$ cat config.mk
export PLATFORM = sky130hd
export DESIGN_NAME = ssc_spindle_scaler
export DESIGN_NICKNAME = d
export VERILOG_FILES = /design/src/include/ssc_pkg.sv /design/src/ssc_spindle_scaler.sv
export SDC_FILE = /design/constraint.sdc
export NUM_CORES = 2
export LEC_CHECK = 0
export ABC_AREA = 1
export BUFFER_PORTS_ARGS = -buffer_cell sky130_fd_sc_hd__buf_4
export CORE_AREA = 8 8 408 291
export DETAILED_ROUTE_END_ITERATION = 6
export DIE_AREA = 0 0 416 299
export PLACE_DENSITY = 0.47
export SKIP_CTS_REPAIR_TIMING = 1
export SYNTH_ARGS = -nofsm -noshare
export SYNTH_HDL_FRONTEND = slang
export SYNTH_SLANG_ARGS = --single-unit
$ cat constraint.sdc
create_clock -name clk -period 12.85 [get_ports clk]
set_clock_uncertainty 0.1 [all_clocks]
set_input_delay 0.6425 -clock clk [delete_from_list [all_inputs] [get_ports clk]]
set_output_delay 0.6425 -clock clk [all_outputs]
set_load 0.02 [all_outputs]
$ cat src/include/ssc_pkg.sv
package ssc_pkg;

    ////////////////////////////////////////////////////////////////////////////
    // Bus geometry
    localparam int ADDR_W = 6;
    localparam int DATA_W = 32;

    // Register byte offsets
    localparam logic [5:0] OFS_CTRL = 6'h00;
    localparam logic [5:0] OFS_SCMD = 6'h04;
    localparam logic [5:0] OFS_OVR_REG = 6'h08;
    localparam logic [5:0] OFS_STATUS = 6'h0c;
    localparam logic [5:0] OFS_SPEED = 6'h10;
    localparam logic [5:0] OFS_EFF_OVR = 6'h14;
    localparam logic [5:0] OFS_FULL_SCALE0 = 6'h20;
    localparam logic [5:0] OFS_MAX_SPEED0 = 6'h30;
    localparam logic [5:0] GEAR_STRIDE = 6'h04;

    // Field positions
    localparam int CTRL_SERIAL_BIT = 0;
    localparam int ST_HALT_BIT = 0;
    localparam int ST_METHOD_BIT = 1;
    localparam int ST_GEAR_LSB = 2;
    localparam int ST_BLOCKED_BIT = 4;
    localparam int ST_BUSY_BIT = 5;
    localparam int ST_SER_BUSY_BIT = 6;

    ////////////////////////////////////////////////////////////////////////////
    // Widths
    localparam int GEARS = 4;
    localparam int S_W = 16;
    localparam int PCT_W = 8;
    localparam int OUT_W = 16;
    localparam int NUM_W = 40;
    localparam int DEN_W = 23;
    localparam int CNT_W = 6;

    // Scaling constants
    localparam logic [OUT_W-1:0] FULL_SCALE_OUT = 16'hffff;
    localparam logic [6:0] PCT_DIVISOR = 7'h64;
    localparam logic [5:0] DIV_STEPS = 6'h28;

    // Code method ratios, 50 to 120 percent in 10 percent steps
    localparam logic [PCT_W-1:0] PCT_50 = 8'h32;
    localparam logic [PCT_W-1:0] PCT_60 = 8'h3c;
    localparam logic [PCT_W-1:0] PCT_70 = 8'h46;
    localparam logic [PCT_W-1:0] PCT_80 = 8'h50;
    localparam logic [PCT_W-1:0] PCT_90 = 8'h5a;
    localparam logic [PCT_W-1:0] PCT_100 = 8'h64;
    localparam logic [PCT_W-1:0] PCT_110 = 8'h6e;
    localparam logic [PCT_W-1:0] PCT_120 = 8'h78;

    // Reset values
    localparam logic [S_W-1:0] RST_SCMD = 16'h0000;
    localparam logic [PCT_W-1:0] RST_OVR_REG = 8'h64;
    localparam logic [S_W-1:0] RST_FULL_SCALE = 16'h0bb8;
    localparam logic [S_W-1:0] RST_MAX_SPEED = 16'h0bb8;

    ////////////////////////////////////////////////////////////////////////////
    // Serial link timing
    localparam int CLK_NS = 25;
    localparam int SER_BIT_NS = 1000;
    localparam int SER_BIT_CYC_I = (SER_BIT_NS + CLK_NS - 1) / CLK_NS;
    localparam logic [CNT_W-1:0] SER_BIT_CYC = CNT_W'(SER_BIT_CYC_I);
    localparam logic [4:0] SER_FRAME_BITS = 5'h11;

    ////////////////////////////////////////////////////////////////////////////
    // Types
    typedef struct packed {
        logic halt;
        logic method;
        logic [1:0] gear;
        logic [2:0] code;
        logic tapping;
        logic threading;
    } ssc_pins_s;

    typedef enum logic [3:0] {
        ST_IDLE = 4'b0001,
        ST_LOAD = 4'b0010,
        ST_DIV = 4'b0100,
        ST_DONE = 4'b1000
    } ssc_state_e;

endpackage : ssc_pkg

$ cat src/ssc_spindle_scaler.sv
`timescale 1ns/1ps
// Operation
// - Coded override inputs count only while the method select input is low.
// - The coded override picks a ratio from 50 to 120 percent in 10 percent steps.
// - The override cannot change while halt, tapping or thread cutting is active.
// - Code bit4/bit2/bit1 maps 111=50,011=60,010=70,110=80,100=90,000=100,001=110,101=120 percent.
// - With method select high the override comes from the override register.
// - Each gear has a full-scale speed setting chosen by the gear inputs.
// - Output is S command over gear limit times override over 100 times full scale.
// - The S command is clamped to the selected gear's maximum speed before scaling.
// - While halt is asserted with ce high the speed output is zero; with ce low it holds its last value.
// - With the serial link selected the speed goes out serially instead of as a level.
// - On halt release the output returns to the value computed from the command.
// - While halt is asserted the coded override inputs are ignored.
module ssc_spindle_scaler (
    input wire logic clk,
    input wire logic rstn,
    input wire logic ce,
    input wire logic [ssc_pkg::ADDR_W-1:0] avs_address,
    input wire logic avs_read,
    input wire logic avs_write,
    input wire logic [ssc_pkg::DATA_W-1:0] avs_writedata,
    output logic [ssc_pkg::DATA_W-1:0] avs_readdata,
    output logic avs_waitrequest,
    input wire logic override_method_select,
    input wire logic override_code_bit1,
    input wire logic override_code_bit2,
    input wire logic override_code_bit4,
    input wire logic gear_select_low,
    input wire logic gear_select_high,
    input wire logic spindle_halt,
    input wire logic tapping_mode,
    input wire logic thread_cutting_mode,
    output logic [ssc_pkg::OUT_W-1:0] speed_level,
    output logic speed_serial_data,
    output logic speed_serial_frame
);

    ////////////////////////////////////////////////////////////////////////////
    // Pin synchroniser
    ssc_pkg::ssc_pins_s pins_raw;
    ssc_pkg::ssc_pins_s pins_meta_q;
    ssc_pkg::ssc_pins_s pins_q;

    assign pins_raw.halt = spindle_halt;
    assign pins_raw.method = override_method_select;
    assign pins_raw.gear = {gear_select_high, gear_select_low};
    assign pins_raw.code = {override_code_bit4, override_code_bit2, override_code_bit1};
    assign pins_raw.tapping = tapping_mode;
    assign pins_raw.threading = thread_cutting_mode;

    always_ff @(posedge clk or negedge rstn) begin
        if (!rstn) begin
            pins_meta_q <= '0;
            pins_q <= '0;
        end else if (ce) begin
            pins_meta_q <= pins_raw;
            pins_q <= pins_meta_q;
        end
    end

    ////////////////////////////////////////////////////////////////////////////
    // Registers
    logic ctrl_serial_q;
    logic [ssc_pkg::S_W-1:0] scmd_q;
    logic [ssc_pkg::PCT_W-1:0] ovr_reg_q;
    logic [ssc_pkg::S_W-1:0] full_scale_q [ssc_pkg::GEARS];
    logic [ssc_pkg::S_W-1:0] max_speed_q [ssc_pkg::GEARS];
    logic [ssc_pkg::PCT_W-1:0] eff_ovr_q;
    logic [ssc_pkg::OUT_W-1:0] result_q;
    logic [ssc_pkg::OUT_W-1:0] speed_q;
    logic waitreq_q;
    logic [ssc_pkg::DATA_W-1:0] rdata_q;

    ////////////////////////////////////////////////////////////////////////////
    // Bus slave
    wire req = avs_read | avs_write;
    wire accept = req & ~waitreq_q;
    wire wr_en = accept & avs_write;
    wire sel_ctrl = (avs_address == ssc_pkg::OFS_CTRL);
    wire sel_scmd = (avs_address == ssc_pkg::OFS_SCMD);
    wire sel_ovr = (avs_address == ssc_pkg::OFS_OVR_REG);
    wire sel_status = (avs_address == ssc_pkg::OFS_STATUS);
    wire sel_speed = (avs_address == ssc_pkg::OFS_SPEED);
    wire sel_eff = (avs_address == ssc_pkg::OFS_EFF_OVR);
    wire sel_fs = (avs_address[5:4] == ssc_pkg::OFS_FULL_SCALE0[5:4]) & (avs_address[1:0] == 2'h0);
    wire sel_max = (avs_address[5:4] == ssc_pkg::OFS_MAX_SPEED0[5:4]) & (avs_address[1:0] == 2'h0);
    wire [1:0] gear_idx = avs_address[3:2];

    logic busy;
    logic ser_busy;
    logic blocked;
    logic [ssc_pkg::DATA_W-1:0] status_word;
    logic [ssc_pkg::DATA_W-1:0] rd_mux;

    always_comb begin
        status_word = '0;
        status_word[ssc_pkg::ST_HALT_BIT] = pins_q.halt;
        status_word[ssc_pkg::ST_METHOD_BIT] = pins_q.method;
        status_word[ssc_pkg::ST_GEAR_LSB +: 2] = pins_q.gear;
        status_word[ssc_pkg::ST_BLOCKED_BIT] = blocked;
        status_word[ssc_pkg::ST_BUSY_BIT] = busy;
        status_word[ssc_pkg::ST_SER_BUSY_BIT] = ser_busy;
    end

    // Read mux, unmapped offsets read zero
    always_comb begin
        if (sel_ctrl) begin
            rd_mux = {31'h0, ctrl_serial_q};
        end else if (sel_scmd) begin
            rd_mux = {16'h0, scmd_q};
        end else if (sel_ovr) begin
            rd_mux = {24'h0, ovr_reg_q};
        end else if (sel_status) begin
            rd_mux = status_word;
        end else if (sel_speed) begin
            rd_mux = {16'h0, speed_q};
        end else if (sel_eff) begin
            rd_mux = {24'h0, eff_ovr_q};
        end else if (sel_fs) begin
            rd_mux = {16'h0, full_scale_q[gear_idx]};
        end else if (sel_max) begin
            rd_mux = {16'h0, max_speed_q[gear_idx]};
        end else begin
            rd_mux = 32'h0;
        end
    end

    // One wait cycle, then the answer stands for the accepting edge
    wire wait_take = req & waitreq_q;
    wire rd_take = avs_read & waitreq_q;
    always_ff @(posedge clk or negedge rstn) begin
        if (!rstn) begin
            waitreq_q <= 1'b1;
        end else if (ce) begin
            waitreq_q <= ~wait_take;
        end
    end

    // Read data captured only for reads
    always_ff @(posedge clk or negedge rstn) begin
        if (!rstn) begin
            rdata_q <= '0;
        end else if (ce && rd_take) begin
            rdata_q <= rd_mux;
        end
    end

    always_ff @(posedge clk or negedge rstn) begin
        if (!rstn) begin
            ctrl_serial_q <= 1'b0;
            scmd_q <= ssc_pkg::RST_SCMD;
            ovr_reg_q <= ssc_pkg::RST_OVR_REG;
        end else if (ce && wr_en) begin
            if (sel_ctrl) begin
                ctrl_serial_q <= avs_writedata[ssc_pkg::CTRL_SERIAL_BIT];
            end
            if (sel_scmd) begin
                scmd_q <= avs_writedata[ssc_pkg::S_W-1:0];
            end
            if (sel_ovr) begin
                ovr_reg_q <= avs_writedata[ssc_pkg::PCT_W-1:0];
            end
        end
    end

    // Per-gear limit and clamp settings
    for (genvar g = 0; g < ssc_pkg::GEARS; g++) begin : g_gear
        wire fs_hit = wr_en & sel_fs & (gear_idx == 2'(g));
        wire max_hit = wr_en & sel_max & (gear_idx == 2'(g));
        always_ff @(posedge clk or negedge rstn) begin
            if (!rstn) begin
                full_scale_q[g] <= ssc_pkg::RST_FULL_SCALE;
                max_speed_q[g] <= ssc_pkg::RST_MAX_SPEED;
            end else if (ce) begin
                if (fs_hit) begin
                    full_scale_q[g] <= avs_writedata[ssc_pkg::S_W-1:0];
                end
                if (max_hit) begin
                    max_speed_q[g] <= avs_writedata[ssc_pkg::S_W-1:0];
                end
            end
        end
    end

    ////////////////////////////////////////////////////////////////////////////
    // Override selection
    function automatic logic [ssc_pkg::PCT_W-1:0] decode_pct(input logic [2:0] code);
        case (code)
            3'h7: decode_pct = ssc_pkg::PCT_50;
            3'h3: decode_pct = ssc_pkg::PCT_60;
            3'h2: decode_pct = ssc_pkg::PCT_70;
            3'h6: decode_pct = ssc_pkg::PCT_80;
            3'h4: decode_pct = ssc_pkg::PCT_90;
            3'h0: decode_pct = ssc_pkg::PCT_100;
            3'h1: decode_pct = ssc_pkg::PCT_110;
            default: decode_pct = ssc_pkg::PCT_120;
        endcase
    endfunction : decode_pct

    wire [ssc_pkg::PCT_W-1:0] code_pct = decode_pct(pins_q.code);
    wire [ssc_pkg::PCT_W-1:0] new_ovr = pins_q.method ? ovr_reg_q : code_pct;
    assign blocked = pins_q.halt | pins_q.tapping | pins_q.threading;

    // Override frozen while blocked, so halt also masks the code inputs
    always_ff @(posedge clk or negedge rstn) begin
        if (!rstn) begin
            eff_ovr_q <= ssc_pkg::PCT_100;
        end else if (ce && !blocked) begin
            eff_ovr_q <= new_ovr;
        end
    end

    ////////////////////////////////////////////////////////////////////////////
    // Scaling divider
    wire [ssc_pkg::S_W-1:0] sel_max_speed = max_speed_q[pins_q.gear];
    wire [ssc_pkg::S_W-1:0] sel_limit = full_scale_q[pins_q.gear];
    wire [ssc_pkg::S_W-1:0] s_clamped = (scmd_q > sel_max_speed) ? sel_max_speed : scmd_q;
    wire [23:0] s_times_ovr = s_clamped * eff_ovr_q;
    wire [ssc_pkg::NUM_W-1:0] numer = s_times_ovr * ssc_pkg::FULL_SCALE_OUT;
    wire [ssc_pkg::DEN_W-1:0] denom = sel_limit * ssc_pkg::PCT_DIVISOR;

    ssc_pkg::ssc_state_e state_q;
    logic [ssc_pkg::DEN_W:0] rem_q;
    logic [ssc_pkg::NUM_W-1:0] quo_q;
    logic [ssc_pkg::DEN_W-1:0] den_q;
    logic [ssc_pkg::CNT_W-1:0] step_q;

    wire [ssc_pkg::DEN_W:0] trial = {rem_q[ssc_pkg::DEN_W-1:0], quo_q[ssc_pkg::NUM_W-1]};
    wire fits = (trial >= {1'b0, den_q});
    wire [ssc_pkg::DEN_W:0] trial_left = trial - {1'b0, den_q};
    wire over_scale = (quo_q > {24'h0, ssc_pkg::FULL_SCALE_OUT});
    wire [ssc_pkg::OUT_W-1:0] scaled = over_scale ? ssc_pkg::FULL_SCALE_OUT : quo_q[ssc_pkg::OUT_W-1:0];
    assign busy = (state_q != ssc_pkg::ST_IDLE);

    // Recomputes continuously from the live command, gear and override
    always_ff @(posedge clk or negedge rstn) begin
        if (!rstn) begin
            state_q <= ssc_pkg::ST_IDLE;
            rem_q <= '0;
            quo_q <= '0;
            den_q <= '0;
            step_q <= '0;
            result_q <= '0;
        end else if (ce) begin
            case (state_q)
                ssc_pkg::ST_IDLE: begin
                    state_q <= ssc_pkg::ST_LOAD;
                end
                ssc_pkg::ST_LOAD: begin
                    rem_q <= '0;
                    quo_q <= numer;
                    den_q <= denom;
                    step_q <= '0;
                    state_q <= (denom == '0) ? ssc_pkg::ST_DONE : ssc_pkg::ST_DIV;
                end
                ssc_pkg::ST_DIV: begin
                    rem_q <= fits ? trial_left : trial;
                    quo_q <= {quo_q[ssc_pkg::NUM_W-2:0], fits};
                    step_q <= step_q + 6'h1;
                    if (step_q == ssc_pkg::DIV_STEPS - 6'h1) begin
                        state_q <= ssc_pkg::ST_DONE;
                    end
                end
                ssc_pkg::ST_DONE: begin
                    result_q <= (den_q == '0) ? '0 : scaled;
                    state_q <= ssc_pkg::ST_IDLE;
                end
                default: begin
                    state_q <= ssc_pkg::ST_IDLE;
                end
            endcase
        end
    end

    ////////////////////////////////////////////////////////////////////////////
    // Output stage
    wire [ssc_pkg::OUT_W-1:0] speed_d = pins_q.halt ? '0 : result_q;
    wire [ssc_pkg::OUT_W-1:0] level_d = ctrl_serial_q ? '0 : speed_q;
    always_ff @(posedge clk or negedge rstn) begin
        if (!rstn) begin
            speed_q <= '0;
        end else if (ce) begin
            speed_q <= speed_d;
        end
    end

    always_ff @(posedge clk or negedge rstn) begin
        if (!rstn) begin
            speed_level <= '0;
        end else if (ce) begin
            speed_level <= level_d;
        end
    end

    ////////////////////////////////////////////////////////////////////////////
    // Serial speed frame: start bit low, then 16 bits LSB first
    logic [ssc_pkg::OUT_W:0] ser_shift_q;
    logic [4:0] ser_bits_q;
    logic [ssc_pkg::CNT_W-1:0] ser_tick_q;
    assign ser_busy = (ser_bits_q != 5'h0);
    wire bit_end = (ser_tick_q == ssc_pkg::SER_BIT_CYC - 6'h1);

    always_ff @(posedge clk or negedge rstn) begin
        if (!rstn) begin
            ser_shift_q <= '1;
            ser_bits_q <= '0;
            ser_tick_q <= '0;
        end else if (ce) begin
            if (!ser_busy) begin
                if (ctrl_serial_q) begin
                    ser_shift_q <= {speed_q, 1'b0};
                    ser_bits_q <= ssc_pkg::SER_FRAME_BITS;
                    ser_tick_q <= '0;
                end
            end else begin
                ser_tick_q <= bit_end ? '0 : ser_tick_q + 6'h1;
                if (bit_end) begin
                    ser_shift_q <= {1'b1, ser_shift_q[ssc_pkg::OUT_W:1]};
                    ser_bits_q <= ser_bits_q - 5'h1;
                end
            end
        end
    end

    // Line driver, idle high outside frames
    always_ff @(posedge clk or negedge rstn) begin
        if (!rstn) begin
            speed_serial_data <= 1'b1;
            speed_serial_frame <= 1'b0;
        end else if (ce) begin
            speed_serial_frame <= ser_busy;
            speed_serial_data <= ser_busy ? ser_shift_q[0] : 1'b1;
        end
    end

    assign avs_waitrequest = waitreq_q;
    assign avs_readdata = rdata_q;

endmodule : ssc_spindle_scaler

==> implementation parameters <==
Parameter                              Value

Run status
  Outcome ... complete, no violations

Synth
  Post-synth top area cell ... sky130_fd_sc_hd__dfrtp_1
  Number of enable flip-flop cells after synthesis ... 0
  Area of the mapped netlist ... 33400 um2
  Mean Syn Cell Area ... 7.74 um2
  Cell types with the largest area share after synthesis ... sky130_fd_sc_hd__dfrtp_1, sky130_fd_sc_hd__fa_1, sky130_fd_sc_hd__nand2_1
  Gate Count Post-Synth ... 4315
  Fraction of synthesized cell area taken by the top area cell type ... 0.214
  Top FF cell, synth ... sky130_fd_sc_hd__dfrtp_1
  Yosys warning total ... 0
  Library cells used by synthesis ... 71
  Async set-or-reset flop fraction in the synthesized netlist ... 1.00
  Number of register bits inferred by synthesis ... 368
  Proportion of synthesized chip area in sequential cells ... 0.279

CTS
  Number of CTS-inserted buffers ... 42
  Master cell of the clock root buffer ... sky130_fd_sc_hd__clkbuf_16
  Maximum root-to-sink buffer count ... 3
  CTS tree ... done
  Clock latency on the worst-skew pair ... 0.59 ns
  Sinks on the clock net ... 368
  Clk slew on worst S/H paths ... 0.06 ns
  H-tree levels ... 2

STA
  Transition time at the pin with the least slew margin ... 1.27 ns
  Post-route clock period utilization ... 0.949
  RSZ-0062 raised after global routing ... false
  Time the worst path needs with I/O delays and setup ... 12.20 ns
  Max-slew violations ... 0
  Slew HR ... 0.145
  Final-layout setup total negative slack ... 0 ns
  Number of hold violations in the final report ... 0
  Final setup vio count ... 0
  Fmax achieved ... 0.0820 GHz

Setup path
  Critical Path End Type ... register
  Startpoint types ... register
  Slowest CP cell ... sky130_fd_sc_hd__fa_1
  R2r startpoint ... pins_q[5]
  Largest stage delay on the critical path ... 0.59 ns
  Crit path arrival time ... 12.53 ns
  Critical path peak fanout ... 22
  Most repeated library cell on the critical path ... sky130_fd_sc_hd__nand2_1
  Endpoint required time on the critical path ... 13.18 ns
  Critical path type ... register to register
  Start point of the critical path ... pins_q[5]

Finish
  Area growth from synthesis to final layout ... 12.4%
  Number of nets at the end of the flow ... 4950
  Finished Core Util ... 0.335
  Proportion of layout cells with a drive suffix above 1 ... 0.0973

Die
  Effective utilization at floorplan ... 0.298
  Floorplan Core Area ... 112000 um2
  Floorplan die height ... 299 um
  Area enclosed by the die boundary ... 124000 um2
  FP Rows ... 103
  Top-level port count ... 103
  Die width ... 416 um

Global routing
  Antenna violations before repair ... 5
  Wire length of the first global-routing pass ... 169000 um
  Vias in the first global route ... 27500
  Maximum number of pins on one net before global-route repair ... 144
  Global Route Usage Sum ... 0.172
  Grt ovf ... 0

Routing
  Final wirelength ... 110000 um
  Iteration-0 DRC Markers ... 2342
  Drt pass-1 iters ... 5
  Post-DR vias/cell ... 4.81
  Count of antenna-violating nets left after detailed routing ... 0
  Number of design rule violations left after detail routing ... 0
  Post-detailed-route wirelength per cell ... 18.7 um
  Count of vias placed by the detailed router ... 28300

Placement
  Routability cong. ... 0.907
  Input/output buffers ... 70
  Total half-perimeter wirelength after legalization and detailed placement ... 85900 um

Hold path
  Worst Hold Launch ... override_method_select
  Class of the tightest hold or removal check ... input pin to register

Run
  Max-cap violation count ... 0
state kept, by name (all words and copies together), names as in the netlist, 17 cells and up:
name and cells:
max_speed_q 64, ser_shift_q 17, rem_q 23, den_q 21, quo_q 40, full_scale_q 64
worst paths after layout:
kind                                     to  slack, ns  depth (start not counted)
setup / recovery                  quo_q[32]       0.65                         54
hold / removal               pins_meta_q[7]       0.16                          3
min in group asynchronous  full_scale_q[31]       0.52                          2
max in group asynchronous    pins_meta_q[0]       9.89                          4
setup reg to reg                  quo_q[32]       0.65                         54
hold reg to reg              ser_shift_q[3]       0.36                          2
per-stage QoR:
stage / setup WS (ns) / hold slack (ns) / instance area, um2 / instances
6_report: 0.652 / 0.158 / 37500 / 5880
4_1_cts: 0.324 / -0.0322 / 37300 / 5872
5_1_grt: 0.0311 / 0.143 / 37500 / 5878
3_5_place_dp: 0.382 / 0.360 / 35700 / 5794
3_3_place_gp: 0.384 / 0.357 / 35700 / 5794
2_1_floorplan: 1.68 / 0.247 / 33400 / 4330
worst max-delay path: cells and delay by family, from the launching register on:
| kind | cells | cell delay, ns |
|---|---|---|
| flip-flops | 1 | 0.56 |
| XOR/XNOR | 1 | 0.16 |
| buffers and inverters | 13 | 1.39 |
| adder cells (fa/ha/maj) | 12 | 6.00 |
| AND/OR/NAND/NOR | 18 | 2.02 |
| AO/OA/AOI/OAI | 10 | 1.79 |
cell usage in the layout (no fill, tap or decap), drive strengths merged, types with 11 or more instances in the layout:
cell type,count
a21o,11
xnor2,28
ha,266
conb,16
fa,258
a31oi,20
buf,139
a22oi,20
o21ai,368
a32o,14
a21oi,203
nand2,1064
clkinv,16
nor2,347
nand3,113
nor3,27
nand4,34
xor2,56
dfstp,82
clkbuf,60
o211ai,20
inv,769
nor4,12
o22ai,73
dfrtp,286
o21bai,20
a32oi,11
synthesized netlist by cell type (all sizes together), types with 2 or more instances:
| cell | count |
|---|---|
| o41ai | 2 |
| a32oi | 11 |
| o311a | 2 |
| o211ai | 20 |
| nand2 | 1064 |
| xor2 | 56 |
| a21boi | 6 |
| or2 | 8 |
| a41oi | 2 |
| dfrtp | 286 |
| a21o | 11 |
| o31ai | 6 |
| a22oi | 20 |
| nand3b | 8 |
| nor3 | 27 |
| a211oi | 3 |
| a32o | 14 |
| inv | 770 |
| buf | 58 |
| nand3 | 113 |
| nor4 | 12 |
| o21bai | 20 |
| o22ai | 73 |
| a21oi | 203 |
| nor2 | 347 |
| a31oi | 20 |
| ha | 266 |
| o311ai | 3 |
| o2111ai | 3 |
| clkinv | 5 |
| a2bb2oi | 4 |
| nand4 | 34 |
| fa | 258 |
| o21ai | 368 |
| clkbuf | 84 |
| dfstp | 82 |
| xnor2 | 28 |
| and2 | 4 |
| o21a | 4 |
metal layers:
layer / up-vias / share of wire / global-route usage
met4: 2 / 0.011 / 0.0244
li1: 13800 / - / -
met2: 723 / 0.38 / 0.233
met5: - / 0.00013 / 0
met1: 13700 / 0.53 / 0.282
met3: 71 / 0.073 / 0.0322
area by class of cell:
type	count	area, um2
clock inverters	20	337
fillers	12000	74300
diodes	2	5.00
clock buffers	58	1200
multi-input cells	3045	20700
repair buffers	142	1160
flip-flops and latches	368	9320
well taps	1470	1840
inverters	775	2920
logic make-up (layout without fill, tap and decap cells):
| group | after synthesis | in the layout | share of synthesized area |
|---|---|---|---|
| AND/OR/NAND/NOR | 1619 | 1619 | 0.199 |
| buffers and inverters | 917 | 995 | 0.106 |
| AO/OA/AOI/OAI | 802 | 802 | 0.139 |
| adder cells (fa/ha/maj) | 524 | 524 | 0.254 |
| flip-flops | 368 | 368 | 0.279 |
| other | 1 | 18 | 0.000112 |
| XOR/XNOR | 84 | 84 | 0.0227 |
Power is not shown: default switching activity piles up to over one toggle a cycle in this logic, so the estimate is an artifact.
